[src/rtl/dccmp_map.svh]
// Register offsets, field positions, reset values and source codes of the
// clock comparator.
// Assumes inclusion by bare name from the package and the design files.
`ifndef DCCMP_MAP_SVH
`define DCCMP_MAP_SVH

`define DCCMP_SEED_W 20
`define DCCMP_CNT_W 21
`define DCCMP_DEC_W 8

`define DCCMP_OFF_CTRL 8'h00
`define DCCMP_OFF_SEED0 8'h04
`define DCCMP_OFF_VALID0 8'h08
`define DCCMP_OFF_SEED1 8'h0c
`define DCCMP_OFF_CLKSEL 8'h10
`define DCCMP_OFF_STATUS 8'h14
`define DCCMP_OFF_COUNT0 8'h18
`define DCCMP_OFF_COUNT1 8'h1c

`define DCCMP_CTRL_START 0
`define DCCMP_STAT_ERR 0
`define DCCMP_STAT_DONE 1
`define DCCMP_STAT_BUSY 2
`define DCCMP_SEL_SRC0_LSB 0
`define DCCMP_SEL_KEY1_LSB 8
`define DCCMP_SEL_SRC1_LSB 12

`define DCCMP_RST_SEED 20'h00000
`define DCCMP_RST_CODE 4'h0

`define DCCMP_SRC0_HFLPO 4'h5
`define DCCMP_SRC0_TEST 4'ha
`define DCCMP_KEY_OPEN 4'ha
`define DCCMP_SRC1_PLL 4'h0
`define DCCMP_SRC1_NONE_A 4'h1
`define DCCMP_SRC1_LFLPO 4'h2
`define DCCMP_SRC1_HFLPO 4'h3
`define DCCMP_SRC1_PUMP 4'h4
`define DCCMP_SRC1_EXT 4'h5
`define DCCMP_SRC1_NONE_B 4'h6
`define DCCMP_SRC1_RING 4'h7

`endif

[src/rtl/dccmp_pkg.sv]
// Types shared by the clock comparator design files.
// Assumes the constant header is on the include path.
`include "dccmp_map.svh"

package dccmp_pkg;

   typedef struct packed {
      logic mainOscillatorInput;
      logic hfLowPowerOscillator;
      logic lfLowPowerOscillator;
      logic testClock;
      logic peripheralClock;
      logic systemBusClock;
      logic timerChannelInput;
      logic pllFreeRunClock;
      logic flashPumpOscillator;
      logic externalClockInput;
      logic ringOscillator;
   } dccmp_clk_src_type;

   typedef struct packed {
      logic [3:0] src1;
      logic [3:0] key1;
      logic [3:0] src0;
   } dccmp_sel_type;

   typedef enum logic {
      StIdle,
      StRun
   } dccmp_state_type;

endpackage

[src/rtl/dccmp_down_counter.sv]
// One down-counter of the clock comparator, stepped by rising edges of a
// selected source level.
// Assumes the source level is synchronous to clock and slower than half
// its rate, so that every rising edge is seen.
`timescale 1ns/1ps
`include "dccmp_map.svh"

module dccmp_down_counter (
   input wire logic clock,
   input wire logic nrst,
   input wire logic srcLevel,
   input wire logic load,
   input wire logic run,
   input wire logic [`DCCMP_CNT_W-1:0] seed,
   output logic [`DCCMP_CNT_W-1:0] count,
   output logic tick,
   output logic expired
);
   import dccmp_pkg::*;

   logic srcPrev_q;
   logic [`DCCMP_CNT_W-1:0] count_q;

   always_ff @(posedge clock or negedge nrst) begin
      if (!nrst) begin
         srcPrev_q <= 1'b0;
      end else begin
         srcPrev_q <= srcLevel;
      end
   end

   assign expired = (count_q == '0);
   assign tick = srcLevel & ~srcPrev_q & run & ~expired;

   always_ff @(posedge clock or negedge nrst) begin
      if (!nrst) begin
         count_q <= '0;
      end else if (load) begin
         count_q <= seed;
      end else if (tick) begin
         count_q <= count_q - `DCCMP_CNT_W'(1);
      end
   end

   assign count = count_q;

endmodule

[src/rtl/dccmp_top.sv]
// Dual clock comparator with an AHB-Lite register slave.
// Assumes all clock source levels are synchronous inputs sampled by clock,
// and a single AHB-Lite master issuing whole-word single transfers.
`timescale 1ns/1ps
`include "dccmp_map.svh"

// Behaviour
// Counter 0 counts reference clock edges and counter 1 counts edges of the clock under test.
// Software loads each counter with its own seed before starting a comparison.
// A start loads both counters at once and both then count down together.
// A frequency mismatch raises the error output that goes to the interrupt logic.
// In normal mode counter 0 takes the fast low-power oscillator for 0x5, the test clock for 0xA, else the main oscillator; in test mode the peripheral clock.
// Counter 1 takes the timer channel input unless the key is 0xA, and the system bus clock in test mode.
// With key 0xA counter 1 selects PLL, slow LOW_POWER_OSCILLATOR, fast LOW_POWER_OSCILLATOR, pump, external, ring or peripheral clock by code.
// Counter 1 codes 0x1 and 0x6 under key 0xA carry no clock.
// An error is flagged when counter 1 expires before the reference window opens or is still running when counter 0 expires.
module dccmp_top (
   input wire logic clock,
   input wire logic nrst,
   input wire logic testMode,
   input wire dccmp_pkg::dccmp_clk_src_type clkSrc,
   input wire logic hsel,
   input wire logic [31:0] haddr,
   input wire logic [1:0] htrans,
   input wire logic hwrite,
   input wire logic [2:0] hsize,
   input wire logic [31:0] hwdata,
   input wire logic hready,
   output logic hreadyout,
   output logic hresp,
   output logic [31:0] hrdata,
   output logic errorOut,
   output logic busy
);
   import dccmp_pkg::*;

   dccmp_state_type state_q;
   dccmp_sel_type sel_q;
   logic [`DCCMP_SEED_W-1:0] seed0_q, valid0_q, seed1_q;
   logic err_q, done_q;
   logic phase_q, wr_q, rdReady_q;
   logic [`DCCMP_DEC_W-1:0] addr_q;
   logic accept, wrNow, startReq, loadPulse, running;
   logic refLevel, cutLevel, tick0, tick1, exp0, exp1;
   logic errSet, doneSet, errClr, doneClr;
   logic [`DCCMP_CNT_W-1:0] seedTotal, cnt0, cnt1, validExt;

   function automatic logic pickRef(input logic tm, input logic [3:0] src,
                                    input dccmp_clk_src_type c);
      if (tm) begin
         pickRef = c.peripheralClock;
      end else if (src == `DCCMP_SRC0_HFLPO) begin
         pickRef = c.hfLowPowerOscillator;
      end else if (src == `DCCMP_SRC0_TEST) begin
         pickRef = c.testClock;
      end else begin
         pickRef = c.mainOscillatorInput;
      end
   endfunction

   function automatic logic pickCut(input logic tm, input dccmp_sel_type s,
                                    input dccmp_clk_src_type c);
      pickCut = 1'b0;
      if (tm) begin
         pickCut = c.systemBusClock;
      end else if (s.key1 != `DCCMP_KEY_OPEN) begin
         pickCut = c.timerChannelInput;
      end else if (s.src1[3]) begin
         pickCut = c.peripheralClock;
      end else begin
         // keyed source codes
         case (s.src1)
            `DCCMP_SRC1_PLL: pickCut = c.pllFreeRunClock;
            `DCCMP_SRC1_LFLPO: pickCut = c.lfLowPowerOscillator;
            `DCCMP_SRC1_HFLPO: pickCut = c.hfLowPowerOscillator;
            `DCCMP_SRC1_PUMP: pickCut = c.flashPumpOscillator;
            `DCCMP_SRC1_EXT: pickCut = c.externalClockInput;
            `DCCMP_SRC1_RING: pickCut = c.ringOscillator;
            // unassigned codes stay dead
            default: pickCut = 1'b0;
         endcase
      end
   endfunction

   // Bus slave: writes land in the data phase, reads take one wait state so
   // that read data always comes from a flip-flop and sees earlier writes.
   assign accept = hsel & htrans[1] & hready;
   assign wrNow = phase_q & wr_q;
   assign hreadyout = ~(phase_q & ~wr_q & ~rdReady_q);
   assign hresp = 1'b0;

   always_ff @(posedge clock or negedge nrst) begin
      if (!nrst) begin
         phase_q <= 1'b0;
         wr_q <= 1'b0;
         rdReady_q <= 1'b0;
         addr_q <= '0;
      end else begin
         if (hready) begin
            phase_q <= accept;
            rdReady_q <= 1'b0;
         end else if (phase_q & ~wr_q) begin
            rdReady_q <= 1'b1;
         end
         if (accept) begin
            wr_q <= hwrite;
            addr_q <= haddr[`DCCMP_DEC_W-1:0];
         end
      end
   end

   always_ff @(posedge clock or negedge nrst) begin
      if (!nrst) begin
         hrdata <= '0;
      end else if (phase_q & ~wr_q & ~rdReady_q) begin
         case (addr_q)
            `DCCMP_OFF_SEED0: hrdata <= 32'(seed0_q);
            `DCCMP_OFF_VALID0: hrdata <= 32'(valid0_q);
            `DCCMP_OFF_SEED1: hrdata <= 32'(seed1_q);
            `DCCMP_OFF_CLKSEL: hrdata <= 32'({sel_q.src1, sel_q.key1,
                                              4'h0, sel_q.src0});
            `DCCMP_OFF_STATUS: hrdata <= 32'({running, done_q, err_q});
            `DCCMP_OFF_COUNT0: hrdata <= 32'(cnt0);
            `DCCMP_OFF_COUNT1: hrdata <= 32'(cnt1);
            default: hrdata <= '0;
         endcase
      end
   end

   // seed and clock select registers
   always_ff @(posedge clock or negedge nrst) begin
      if (!nrst) begin
         seed0_q <= `DCCMP_RST_SEED;
         valid0_q <= `DCCMP_RST_SEED;
         seed1_q <= `DCCMP_RST_SEED;
         sel_q <= '{`DCCMP_RST_CODE, `DCCMP_RST_CODE, `DCCMP_RST_CODE};
      end else if (wrNow) begin
         case (addr_q)
            `DCCMP_OFF_SEED0: seed0_q <= hwdata[`DCCMP_SEED_W-1:0];
            `DCCMP_OFF_VALID0: valid0_q <= hwdata[`DCCMP_SEED_W-1:0];
            `DCCMP_OFF_SEED1: seed1_q <= hwdata[`DCCMP_SEED_W-1:0];
            `DCCMP_OFF_CLKSEL: begin
               sel_q.src0 <= hwdata[`DCCMP_SEL_SRC0_LSB +: 4];
               sel_q.key1 <= hwdata[`DCCMP_SEL_KEY1_LSB +: 4];
               sel_q.src1 <= hwdata[`DCCMP_SEL_SRC1_LSB +: 4];
            end
            default: begin
            end
         endcase
      end
   end

   assign startReq = wrNow & (addr_q == `DCCMP_OFF_CTRL) &
                     hwdata[`DCCMP_CTRL_START];
   assign errClr = wrNow & (addr_q == `DCCMP_OFF_STATUS) &
                   hwdata[`DCCMP_STAT_ERR];
   assign doneClr = wrNow & (addr_q == `DCCMP_OFF_STATUS) &
                    hwdata[`DCCMP_STAT_DONE];

   // common start
   assign loadPulse = (state_q == StIdle) & startReq;
   assign running = (state_q == StRun);
   assign busy = running;
   assign validExt = {1'b0, valid0_q};
   assign seedTotal = {1'b0, seed0_q} + validExt;

   // reference selection
   assign refLevel = pickRef(testMode, sel_q.src0, clkSrc);
   // clock under test selection
   assign cutLevel = pickCut(testMode, sel_q, clkSrc);

   // reference counter
   dccmp_down_counter u_count0 (
      .clock(clock),
      .nrst(nrst),
      .srcLevel(refLevel),
      .load(loadPulse),
      .run(running),
      .seed(seedTotal),
      .count(cnt0),
      .tick(tick0),
      .expired(exp0)
   );

   // counter under test
   dccmp_down_counter u_count1 (
      .clock(clock),
      .nrst(nrst),
      .srcLevel(cutLevel),
      .load(loadPulse),
      .run(running),
      .seed({1'b0, seed1_q}),
      .count(cnt1),
      .tick(tick1),
      .expired(exp1)
   );

   // window check
   assign errSet = running & ((exp1 & (cnt0 > validExt)) | (exp0 & ~exp1));
   assign doneSet = running & (exp0 | exp1);

   always_ff @(posedge clock or negedge nrst) begin
      if (!nrst) begin
         state_q <= StIdle;
      end else begin
         case (state_q)
            StIdle: if (startReq) state_q <= StRun;
            StRun: if (doneSet) state_q <= StIdle;
            default: state_q <= StIdle;
         endcase
      end
   end

   // sticky error, set beats clear
   always_ff @(posedge clock or negedge nrst) begin
      if (!nrst) begin
         err_q <= 1'b0;
         done_q <= 1'b0;
      end else begin
         err_q <= errSet | (err_q & ~errClr);
         done_q <= doneSet | (done_q & ~doneClr);
      end
   end

   assign errorOut = err_q;
endmodule

[config.mk]
export PLATFORM = sky130hd
export DESIGN_NAME = dccmp_top
export DESIGN_NICKNAME = d
export VERILOG_FILES = /design/src/rtl/dccmp_pkg.sv /design/src/rtl/dccmp_down_counter.sv /design/src/rtl/dccmp_top.sv
export VERILOG_INCLUDE_DIRS = /design/src /design/src/rtl
export SDC_FILE = /design/constraint.sdc
export NUM_CORES = 1
export LEC_CHECK = 0
export BUFFER_PORTS_ARGS = -buffer_cell sky130_fd_sc_hd__buf_2
export CORE_ASPECT_RATIO = 1.4
export CORE_UTILIZATION = 45
export CTS_CLUSTER_DIAMETER = 120
export DETAILED_ROUTE_END_ITERATION = 6
export PLACE_DENSITY = 0.62
export SYNTH_ARGS = -nofsm -noshare
export SYNTH_HDL_FRONTEND = slang
export SYNTH_SLANG_ARGS = --single-unit
[constraint.sdc]
create_clock -name clock -period 3 [get_ports clock]
set_input_delay 0.75 -clock clock [delete_from_list [all_inputs] [get_ports clock]]
set_output_delay 0.75 -clock clock [all_outputs]
set_load 0.005 [all_outputs]
==> flow_summary.yaml, run 1 <==
global_route:
  gr-usage-met3_pct: 3.56
  grtUsageMet1_pct: 32.1
  grt_antenna_before_repair: 0
  top_usage_layer: "met2"
  grt_pass1_vias: 7185
  grt_max_degree: 58
  use_met2_pct: 45.4
  grt.total_usage_pct: 26.6
  grt_pass1_wl_um: 40500
  grt-ovfl-total: 0
final_layout:
  diodes: 0
  layout-drive-gt1-share_pct: 26.9
  final_common_cell: "dfrtp_1"
  syn2layout_area_growth_pct: 15.8
  stdcell_count: 1226
  final_nets: 1095
  fin_util_pct: 53.6
  fill_cells: 1767
  layout_common_cells: "dfrtp_1, mux2_2, buf_2"
  final_area_um2: 10400
logic_synthesis:
  synth-main-ff-cell: "dfrtp_1"
  avgSynthCellArea_um2: 10.4
  synth_seq_cells: 151
  synth-edff-count: 0
  syn_inst: 868
  async_flop_share_pct: 100
  ys_types: 79
  yosysWarnings: 0
  yosysSeqAreaShare_pct: 42.0
  synth.cell_area_um2: 9010
power:
  power.net_switching_mw: 1.96
  internal_power_mw: 4.06
  combPwrFrac_pct: 23.5
  seq_power_share_pct: 40.4
  ir_drop_mv: 0.408
  p_total_mw: 6.01
  power_density_nw_per_um2: 576
  leakage_nw: 4.78
  clkPwrFrac_pct: 36.1
  netSwitchingFraction_pct: 32.5
clock_tree:
  cts_root_buf: "clkbuf_16"
  cts_tree: "built"
  clkTransAtPathRegs_ns: 0.06
  cts_max_path_buffers: 2
  cts_buffers: 17
  htreeDepth: 4
  worstSkewPairLatency_ns: 0.43
  clock_sinks: 151
  cts_hold_buffers: 0
setup_path:
  cp-end-kind: "register"
  path_class: "reg2reg"
  startpoint_type: "register"
  required_ns: 3.31
  cp.arrival_ns: 3.03
  worstPathMaxFanout: 3
floorplanning:
  io_pins: 122
  core-area_um2: 19400
  die_w_um: 122
  initial_core_util_pct: 46.3
  die_area_um2: 20600
  die_h_um: 169
  rows: 60
routing:
  drcViolationCount: 0
  drtIter0Drc: 488
  vias: 7236
  routed_wl_um: 26100
  drt-pass1-iter-count: 6
  postRouteAntennaNets: 0
  wl_per_cell_um: 21.3
  routed_via_density: 5.90
timing:
  layout_min_cycle_time_ns: 2.72
  finClkSkew_ns: 0.00970
  slew-limit-headroom_pct: 25.7
  hold_violations: 0
  rsz0062_at_grt: "false"
  worst_pin_slew_ns: 1.11
  fmax_mhz: 368
  finalCritPeriodShare_pct: 90.6
  drv_slew: 0
  fin_setup_tns_ns: 0
  setup_viol: 0
hold_path:
  hp-class: "in2async"
place:
  dp_cells: 1195
  dp_hpwl_um: 19600
  place.gp.congestion: 0.925
  dpl_cell_area_um2: 9840
  portBuffers: 69
status:
  status: "completed"
flow_run:
  max_cap_violations: 0
[power groups by stage]
stage	Sequential, mW	Clock, mW	Combinational (mW)
after floorplan	2.37	0	0.965
after detailed placement	2.46	0	1.39
after CTS	2.43	2.22	1.40
after global placement	2.46	0	1.37
after global routing	2.45	2.29	1.56
final	2.43	2.17	1.41
[registers in the layout (all words and copies together) (netlist names)]
| signal | cells |
|---|---|
| addr_q | 8 |
| busy | 1 |
| done_q | 1 |
| errorOut | 1 |
| hrdata | 21 |
| phase_q | 1 |
| rdReady_q | 1 |
| seed0_q | 20 |
| seed1_q | 20 |
| sel_q | 12 |
| u_count0.count | 21 |
| u_count0.srcPrev_q | 1 |
| u_count1.count | 21 |
| u_count1.srcPrev_q | 1 |
| valid0_q | 20 |
| wr_q | 1 |
[cells by family (layout without fill, tap and decap cells)]
| family | after synthesis | after routing | share of synthesized area (%) |
|---|---|---|---|
| AOI/OAI and AO/OA | 216 | 216 | 16.9 |
| xor gates and xnor gates | 41 | 41 | 3.99 |
| adders and majority gates | 43 | 43 | 6.06 |
| buffers and inverters | 85 | 184 | 4.47 |
| DFF | 151 | 151 | 42.0 |
| muxes | 95 | 95 | 12.1 |
| other | 1 | 12 | 0.0416 |
| and+or+nand+nor | 236 | 236 | 14.5 |
[metrics by stage]
step / hold slack (ns) / worst slack (ns)
finish: 0.291 / 0.281
global route: 0.332 / 0.147
CTS: 0.311 / 0.116
detailed placement: 0.487 / 0.178
global placement: 0.476 / 0.243
floorplan: 0.454 / 0.487
[final timing paths]
kind / end / startpoint / cells after the start / slack, ns
min: u_count0.count[1] / nrst / 1 / 0.29
min reg2reg: hrdata[15] / hrdata[15] / 1 / 0.50
max: u_count0.count[20] / seed0_q[0] / 9 / 0.28
min in group clock: rdReady_q / hready / 2 / 0.49
max reg2reg: u_count0.count[20] / seed0_q[0] / 9 / 0.28
max in group asynchronous: hrdata[2] / nrst / 2 / 1.93
[worst max-delay path, stage by stage (launching register included)]
cell and delay [ns]:
dfrtp_1 0.42, ha_1 0.26, fa_1 0.42, a21o_1 0.20
a221oi_2 0.30, a211oi_1 0.19, a21oi_1 0.28, o21ai_0 0.14
a211oi_1 0.32, nor2_1 0.07
[routing by layer]
layer	routed length [um]	share of wire, %
met2	13300	51
met1	10600	41
met4	1120	4.3
met5	0	0
met3	1090	4.2
[final cells by class]
| class | count | area, um2 | share of cell area, % |
|---|---|---|---|
| Timing Repair Buffer | 116 | 729 | 6.99 |
| Clock inverter | 14 | 161 | 1.55 |
| Inverter | 37 | 139 | 1.33 |
| Tap cell | 248 | 310 | 2.97 |
| Multi-Input combinational cell | 643 | 4890 | 46.9 |
| Clock buffer | 17 | 425 | 4.08 |
| Sequential cell | 151 | 3780 | 36.2 |
[synth_stat cells, types with 12 or more instances]
library cell | number | area (um2)
nor2_1 | 31 | 116
nand3_1 | 35 | 175
ha_1 | 42 | 526
buf_2 | 16 | 80.1
a22o_1 | 23 | 201
xnor2_1 | 13 | 114
xor2_1 | 28 | 245
a21oi_1 | 31 | 155
a22oi_1 | 47 | 353
inv_1 | 37 | 139
dfrtp_1 | 151 | 3780
o21ai_0 | 50 | 250
nor3_1 | 17 | 85.1
nand2_1 | 62 | 233
a21o_1 | 12 | 90.1
clkbuf_1 | 13 | 48.8
buf_4 | 13 | 97.6
mux2_2 | 89 | 1000
[repair_timing]
action	4_1_cts	5_1_grt
setup buffers	0	0
endpoints found under the setup margin	0	1
resized for setup	0	1
Power figures use the tool's default switching activity.
==> run 2, diff against run 1 <==
--- a/config.mk
+++ b/config.mk
@@ -12,6 +12,7 @@
 export CTS_CLUSTER_DIAMETER = 120
 export DETAILED_ROUTE_END_ITERATION = 6
 export PLACE_DENSITY = 0.62
+export RECOVER_POWER = 50
 export SYNTH_ARGS = -nofsm -noshare
 export SYNTH_HDL_FRONTEND = slang
 export SYNTH_SLANG_ARGS = --single-unit
==> run 2 against run 1 <==
  * The flow now finishes with violations (max-capacitance violations, max-slew violations)
  * Combinational power hardly changed
  * Clock-buffer cell count stayed put
  * Flip-flop and latch count unchanged
  * Sequential share of layout area hardly changed
  * Register-to-register slack barely moved
  * Routed wire length increased by 0.34%
  * Design area shrank 0.12%
  * Cell count unchanged
  * Critical path type unchanged
  * Largest power group unchanged
  * Highest routed layer unchanged
==> flow_summary.yaml, run 2 (synthesis gave the netlist of run 1 again) <==
setup_path:
  path_class: "reg2reg"
  cp_cell_sequence: "ha_1 > fa_1 > a21o_1 > a221oi_2 > a211oi_1 > a21oi_1 > o21ai_0 > a211oi_1 > nor2_1"
  cp.arrival_ns: 3.04
  required_ns: 3.31
  startpoint_type: "register"
  crit_top_cell: "a211oi_1"
  slowest_stage: "dfrtp_1"
  cp-end-kind: "register"
  worstPathMaxFanout: 3
  critPathMaxStageDelay_ns: 0.42
routing:
  drt-pass1-iter-count: 5
  drtIter0Drc: 513
  vias: 7290
  routed_via_density: 5.95
  wl_per_cell_um: 21.3
  routed_wl_um: 26200
  drcViolationCount: 0
  postRouteAntennaNets: 0
floorplanning:
  die_w_um: 122
  core-area_um2: 19400
  die_area_um2: 20600
  io_pins: 122
  rows: 60
  die_h_um: 169
  initial_core_util_pct: 46.3
clock_tree:
  cts_max_path_buffers: 2
  cts_hold_buffers: 0
  worstSkewPairLatency_ns: 0.43
  cts_root_buf: "clkbuf_16"
  htreeDepth: 4
  cts_tree: "built"
  cts_buffers: 17
  clock_sinks: 151
  clkTransAtPathRegs_ns: 0.07
timing:
  rsz0062_at_grt: "false"
  fin_setup_tns_ns: 0
  fmax_mhz: 366
  worst_pin_slew_ns: 1.58
  finClkSkew_ns: 0.00978
  setup_viol: 0
  drv_slew: 57
  slew-limit-headroom_pct: -5.53
  hold_violations: 0
  whs_ns: 0.501
  layout_min_cycle_time_ns: 2.73
  finalCritPeriodShare_pct: 91.0
final_layout:
  final_common_cell: "dfrtp_1"
  layout-drive-gt1-share_pct: 26.8
  diodes: 0
  syn2layout_area_growth_pct: 15.7
  layout_common_cells: "dfrtp_1, mux2_2, buf_2"
  final_nets: 1095
global_route:
  grt_antenna_before_repair: 0
  grt.total_usage_pct: 26.6
  grt_max_degree: 58
  grt-ovfl-total: 0
  grt_pass1_vias: 7185
  grt_pass1_wl_um: 40500
place:
  dp_hpwl_um: 19600
  portBuffers: 69
  place.gp.congestion: 0.925
status:
  status: "finished, violations left"
  violations: "max-capacitance violations, max-slew violations"
power:
  internal_power_mw: 4.05
  power_density_nw_per_um2: 577
  leakage_nw: 4.77
  power.net_switching_mw: 1.96
  ir_drop_mv: 0.410
  clkPwrFrac_pct: 36.1
  seq_power_share_pct: 40.4
  combPwrFrac_pct: 23.4
  netSwitchingFraction_pct: 32.6
flow_run:
  max_cap_violations: 1
hold_path:
  hp-class: "reg2reg"
run 2: cell count changes in the layout (fill, tap and decap cells not counted), sizes merged:
| cell | change |
|---|---|
| buf | -4 |
| clkbuf | +4 |
run 2: repair_timing:
item / 4_1_cts / 5_1_grt
setup endpoints to repair: 0 / 1
endpoints found under the hold margin: 0 / 0
setup buffers: 0 / 0
resized for setup: 0 / 1
run 2: cell type report:
| type | instances | area (um2) |
|---|---|---|
| Multi-Input combinational cell | 643 | 4890 |
| Clock buffer | 17 | 425 |
| Clock inverter | 14 | 161 |
| Fill cell | 1769 | 9020 |
| Inverter | 37 | 139 |
| Tap cell | 248 | 310 |
| Sequential cell | 151 | 3780 |
| Timing Repair Buffer | 116 | 717 |
run 2: worst paths after layout:
kind / from / to / slack, ns / depth (start not counted)
max reg2reg: seed0_q[0] / u_count0.count[20] / 0.27 / 9
min in group asynchronous: nrst / u_count0.count[5] / 0.68 / 1
max: seed0_q[0] / u_count0.count[20] / 0.27 / 9
min: hrdata[13] / hrdata[13] / 0.50 / 1
max in group asynchronous: nrst / hrdata[2] / 0.90 / 2
min reg2reg: hrdata[13] / hrdata[13] / 0.50 / 1
run 2: power groups by stage:
stage | clock network [mW] | logic, mW | registers (mW)
global placement | 0 | 1.37 | 2.46
floorplan | 0 | 0.965 | 2.37
detailed placement | 0 | 1.39 | 2.46
global route | 2.29 | 1.55 | 2.45
finish | 2.17 | 1.41 | 2.43
CTS | 2.22 | 1.40 | 2.43
run 2: per-stage QoR:
| step | util [%] | worst slack (ns) | power [mW] | instance area [um2] | instances |
|---|---|---|---|---|---|
| after floorplan | - | 0.487 | 3.33 | 9050 | 879 |
| after global placement | 50.6 | 0.243 | 3.83 | 9840 | 1195 |
| after detailed placement | 50.6 | 0.178 | 3.85 | 9840 | 1195 |
| after CTS | 53.6 | 0.116 | 6.05 | 10400 | 1226 |
| after global routing | 53.6 | 0.147 | 6.29 | 10400 | 1226 |
| final | 53.6 | 0.270 | 6.01 | 10400 | 1226 |
run 2: per-layer routing:
layer	track usage, %	share of wire (%)	vias to the layer above
met2	45.4	51	225
li1	-	-	3412
met5	0	0	-
met3	3.56	4.2	57
met4	14.5	4.7	0
met1	32.1	40	3596
run 2: worst max-delay path, delay by kind of cell (launching register included):
family / cells / cell delay [ns]
adder cells (fa/ha/maj): 2 / 0.68
AO/OA/AOI/OAI: 6 / 1.43
flip-flops: 1 / 0.42
AND/OR/NAND/NOR: 1 / 0.07
==> run 3, diff against run 2 <==
--- a/config.mk
+++ b/config.mk
@@ -7,7 +7,7 @@
 export NUM_CORES = 1
 export LEC_CHECK = 0
 export BUFFER_PORTS_ARGS = -buffer_cell sky130_fd_sc_hd__buf_2
-export CORE_ASPECT_RATIO = 1.4
+export CORE_ASPECT_RATIO = 0.9
 export CORE_UTILIZATION = 45
 export CTS_CLUSTER_DIAMETER = 120
 export DETAILED_ROUTE_END_ITERATION = 6
==> run 3 against run 2 <==
  * The run still ends with max-capacitance violations, max-slew violations left
  * Sequential share of layout area up 0.25 points
  * Core utilization down 0.25 points
  * Die area about the same
  * Clock skew up 0.0045 ns
  * Combinational power about the same
  * Cell count about the same
  * Critical path depth up 1
  * Critical path type unchanged
  * Critical endpoint unchanged
  * Largest cell class unchanged
  * Highest routed layer unchanged
==> flow_summary.yaml, run 3 (synthesis gave the netlist of run 1 again) <==
global_route:
  grt_max_degree: 64
  grt_antenna_before_repair: 0
  grt_pass1_vias: 7215
  grt-ovfl-total: 0
  grt_pass1_wl_um: 41000
  grt.total_usage_pct: 26.9
floorplanning:
  rows: 48
  die_area_um2: 20600
  initial_core_util_pct: 46.4
  die_w_um: 151
  io_pins: 122
  die_h_um: 136
  core-area_um2: 19400
routing:
  routed_via_density: 5.98
  routed_wl_um: 25900
  drcViolationCount: 0
  drt-pass1-iter-count: 5
  drtIter0Drc: 711
  vias: 7327
  postRouteAntennaNets: 0
  wl_per_cell_um: 21.1
clock_tree:
  clock_sinks: 151
  cts_buffers: 17
  cts_resized: 0
  clkTransAtPathRegs_ns: 0.06
  cts_hold_buffers: 0
  cts_tree: "built"
  cts_setup_buffers: 0
  worstSkewPairLatency_ns: 0.44
  cts_root_buf: "clkbuf_16"
  htreeDepth: 4
  cts_max_path_buffers: 2
power:
  p_total_mw: 5.95
  ir_drop_mv: 0.272
  leakage_nw: 4.73
  power_density_nw_per_um2: 575
final_layout:
  final_common_cell: "dfrtp_1"
  fill_cells: 1776
  final_nets: 1090
  layout-drive-gt1-share_pct: 26.2
  fin_util_pct: 53.3
  layout_common_cells: "dfrtp_1, mux2_2, buf_2"
  syn2layout_area_growth_pct: 14.9
flow_run:
  max_cap_violations: 1
timing:
  finalCritPeriodShare_pct: 92.4
  fmax_mhz: 361
  slew-limit-headroom_pct: -9.38
  rsz0062_at_grt: "false"
  finClkSkew_ns: 0.0143
  hold_violations: 0
  worst_pin_slew_ns: 1.64
  fin_setup_tns_ns: 0
  layout_min_cycle_time_ns: 2.77
  setup_viol: 0
  drv_slew: 64
setup_path:
  cp_cell_sequence: "ha_1 > fa_1 > a21o_1 > a221oi_1 > buf_4 > a211oi_1 > a21oi_1 > o21ai_0 > a211oi_1 > nor2_1"
  crit_family: "compound AO/OA/AOI/OAI gates"
  rrSetupSlack_ns: 0.23
  critPathMaxStageDelay_ns: 0.44
  critPathBufInv: 1
  r2r_start: "valid0_q[0]"
  path_class: "reg2reg"
  r2r_cells: 10
  worstPathMaxFanout: 4
  reg2reg_to: "u_count0.count[20]"
  crit_top_cell: "a211oi_1"
  cp-startpoint: "valid0_q[0]"
  cp-end-kind: "register"
  slowest_stage: "dfrtp_1"
  cp_num_cells: 10
  crit_end: "u_count0.count[20]"
  startpoint_type: "register"
  required_ns: 3.31
  cp.arrival_ns: 3.08
place:
  portBuffers: 69
  place.gp.congestion: 0.901
  dp_hpwl_um: 19200
hold_path:
  hp-class: "reg2reg"
status:
  violations: "max-capacitance violations, max-slew violations"
  status: "finished, violations left"
## run 3: cell types whose count changed in the layout (fill, tap and decap cells not counted), moves of 2 or more
cell | previous run | this run
buf_4 | 43 | 37
bufinv_16 | 2 | 0
clkbuf_1 | 1 | 3
clkbuf_8 | 0 | 3
clkinv_4 | 0 | 2
inv_6 | 8 | 5
## run 3: cell type report
cell class              count  area, um2  share of cell area, %
flip-flops and latches    151       3780                   36.5
clock buffers              20        467                   4.51
diodes                      1       2.50                 0.0242
multi-input cells         643       4880                   47.2
repair buffers            111        662                   6.40
well taps                 250        313                   3.02
clock inverters            12        104                   1.00
inverters                  37        139                   1.34
## run 3: layer usage
layer / vias up / track usage, % / share of wire (%)
li1: 3405 / - / -
met1: 3617 / 38.2 / 46
met2: 264 / 41.4 / 46
met3: 41 / 4.30 / 5.9
met4: 0 / 9.22 / 2.1
met5: - / 0 / 0
## run 3: stage by stage
| stage | cells | setup slack [ns] | cell area [um2] | hold WS [ns] |
|---|---|---|---|---|
| 2_1_floorplan | 879 | 0.487 | 9050 | 0.454 |
| 3_3_place_gp | 1192 | 0.241 | 9800 | 0.474 |
| 3_5_place_dp | 1192 | 0.231 | 9800 | 0.484 |
| 4_1_cts | 1224 | 0.210 | 10400 | 0.325 |
| 5_1_grt | 1224 | 0.0476 | 10300 | 0.511 |
| 6_report | 1225 | 0.227 | 10300 | 0.497 |
## run 3: worst min path at each step
stage	endpoint	depth (start not counted)	slack, ns	startpoint
global placement	rdReady_q	2	0.47	rdReady_q
floorplan	addr_q[0]	0	0.45	nrst
finish	hrdata[15]	1	0.50	hrdata[15]
CTS	seed0_q[16]	1	0.33	nrst
global route	rdReady_q	2	0.51	rdReady_q
detailed placement	rdReady_q	2	0.48	rdReady_q
## run 3: where the power goes
group / leakage [nW] / switching [mW] / internal (mW) / total, mW
clock network: 0.278 / 0.953 / 1.15 / 2.10
logic: 2.54 / 0.810 / 0.597 / 1.41
registers: 1.91 / 0.238 / 2.20 / 2.44
total: 4.73 / 2.00 / 3.94 / 5.95
## run 3: worst register-to-register path, stage by stage, from the launching register on
cell and delay, ns:
dfrtp_1 0.44, ha_1 0.25, fa_1 0.42, a21o_1 0.19, a221oi_1 0.27, buf_4 0.20
a211oi_1 0.13, a21oi_1 0.23, o21ai_0 0.13, a211oi_1 0.33, nor2_1 0.07
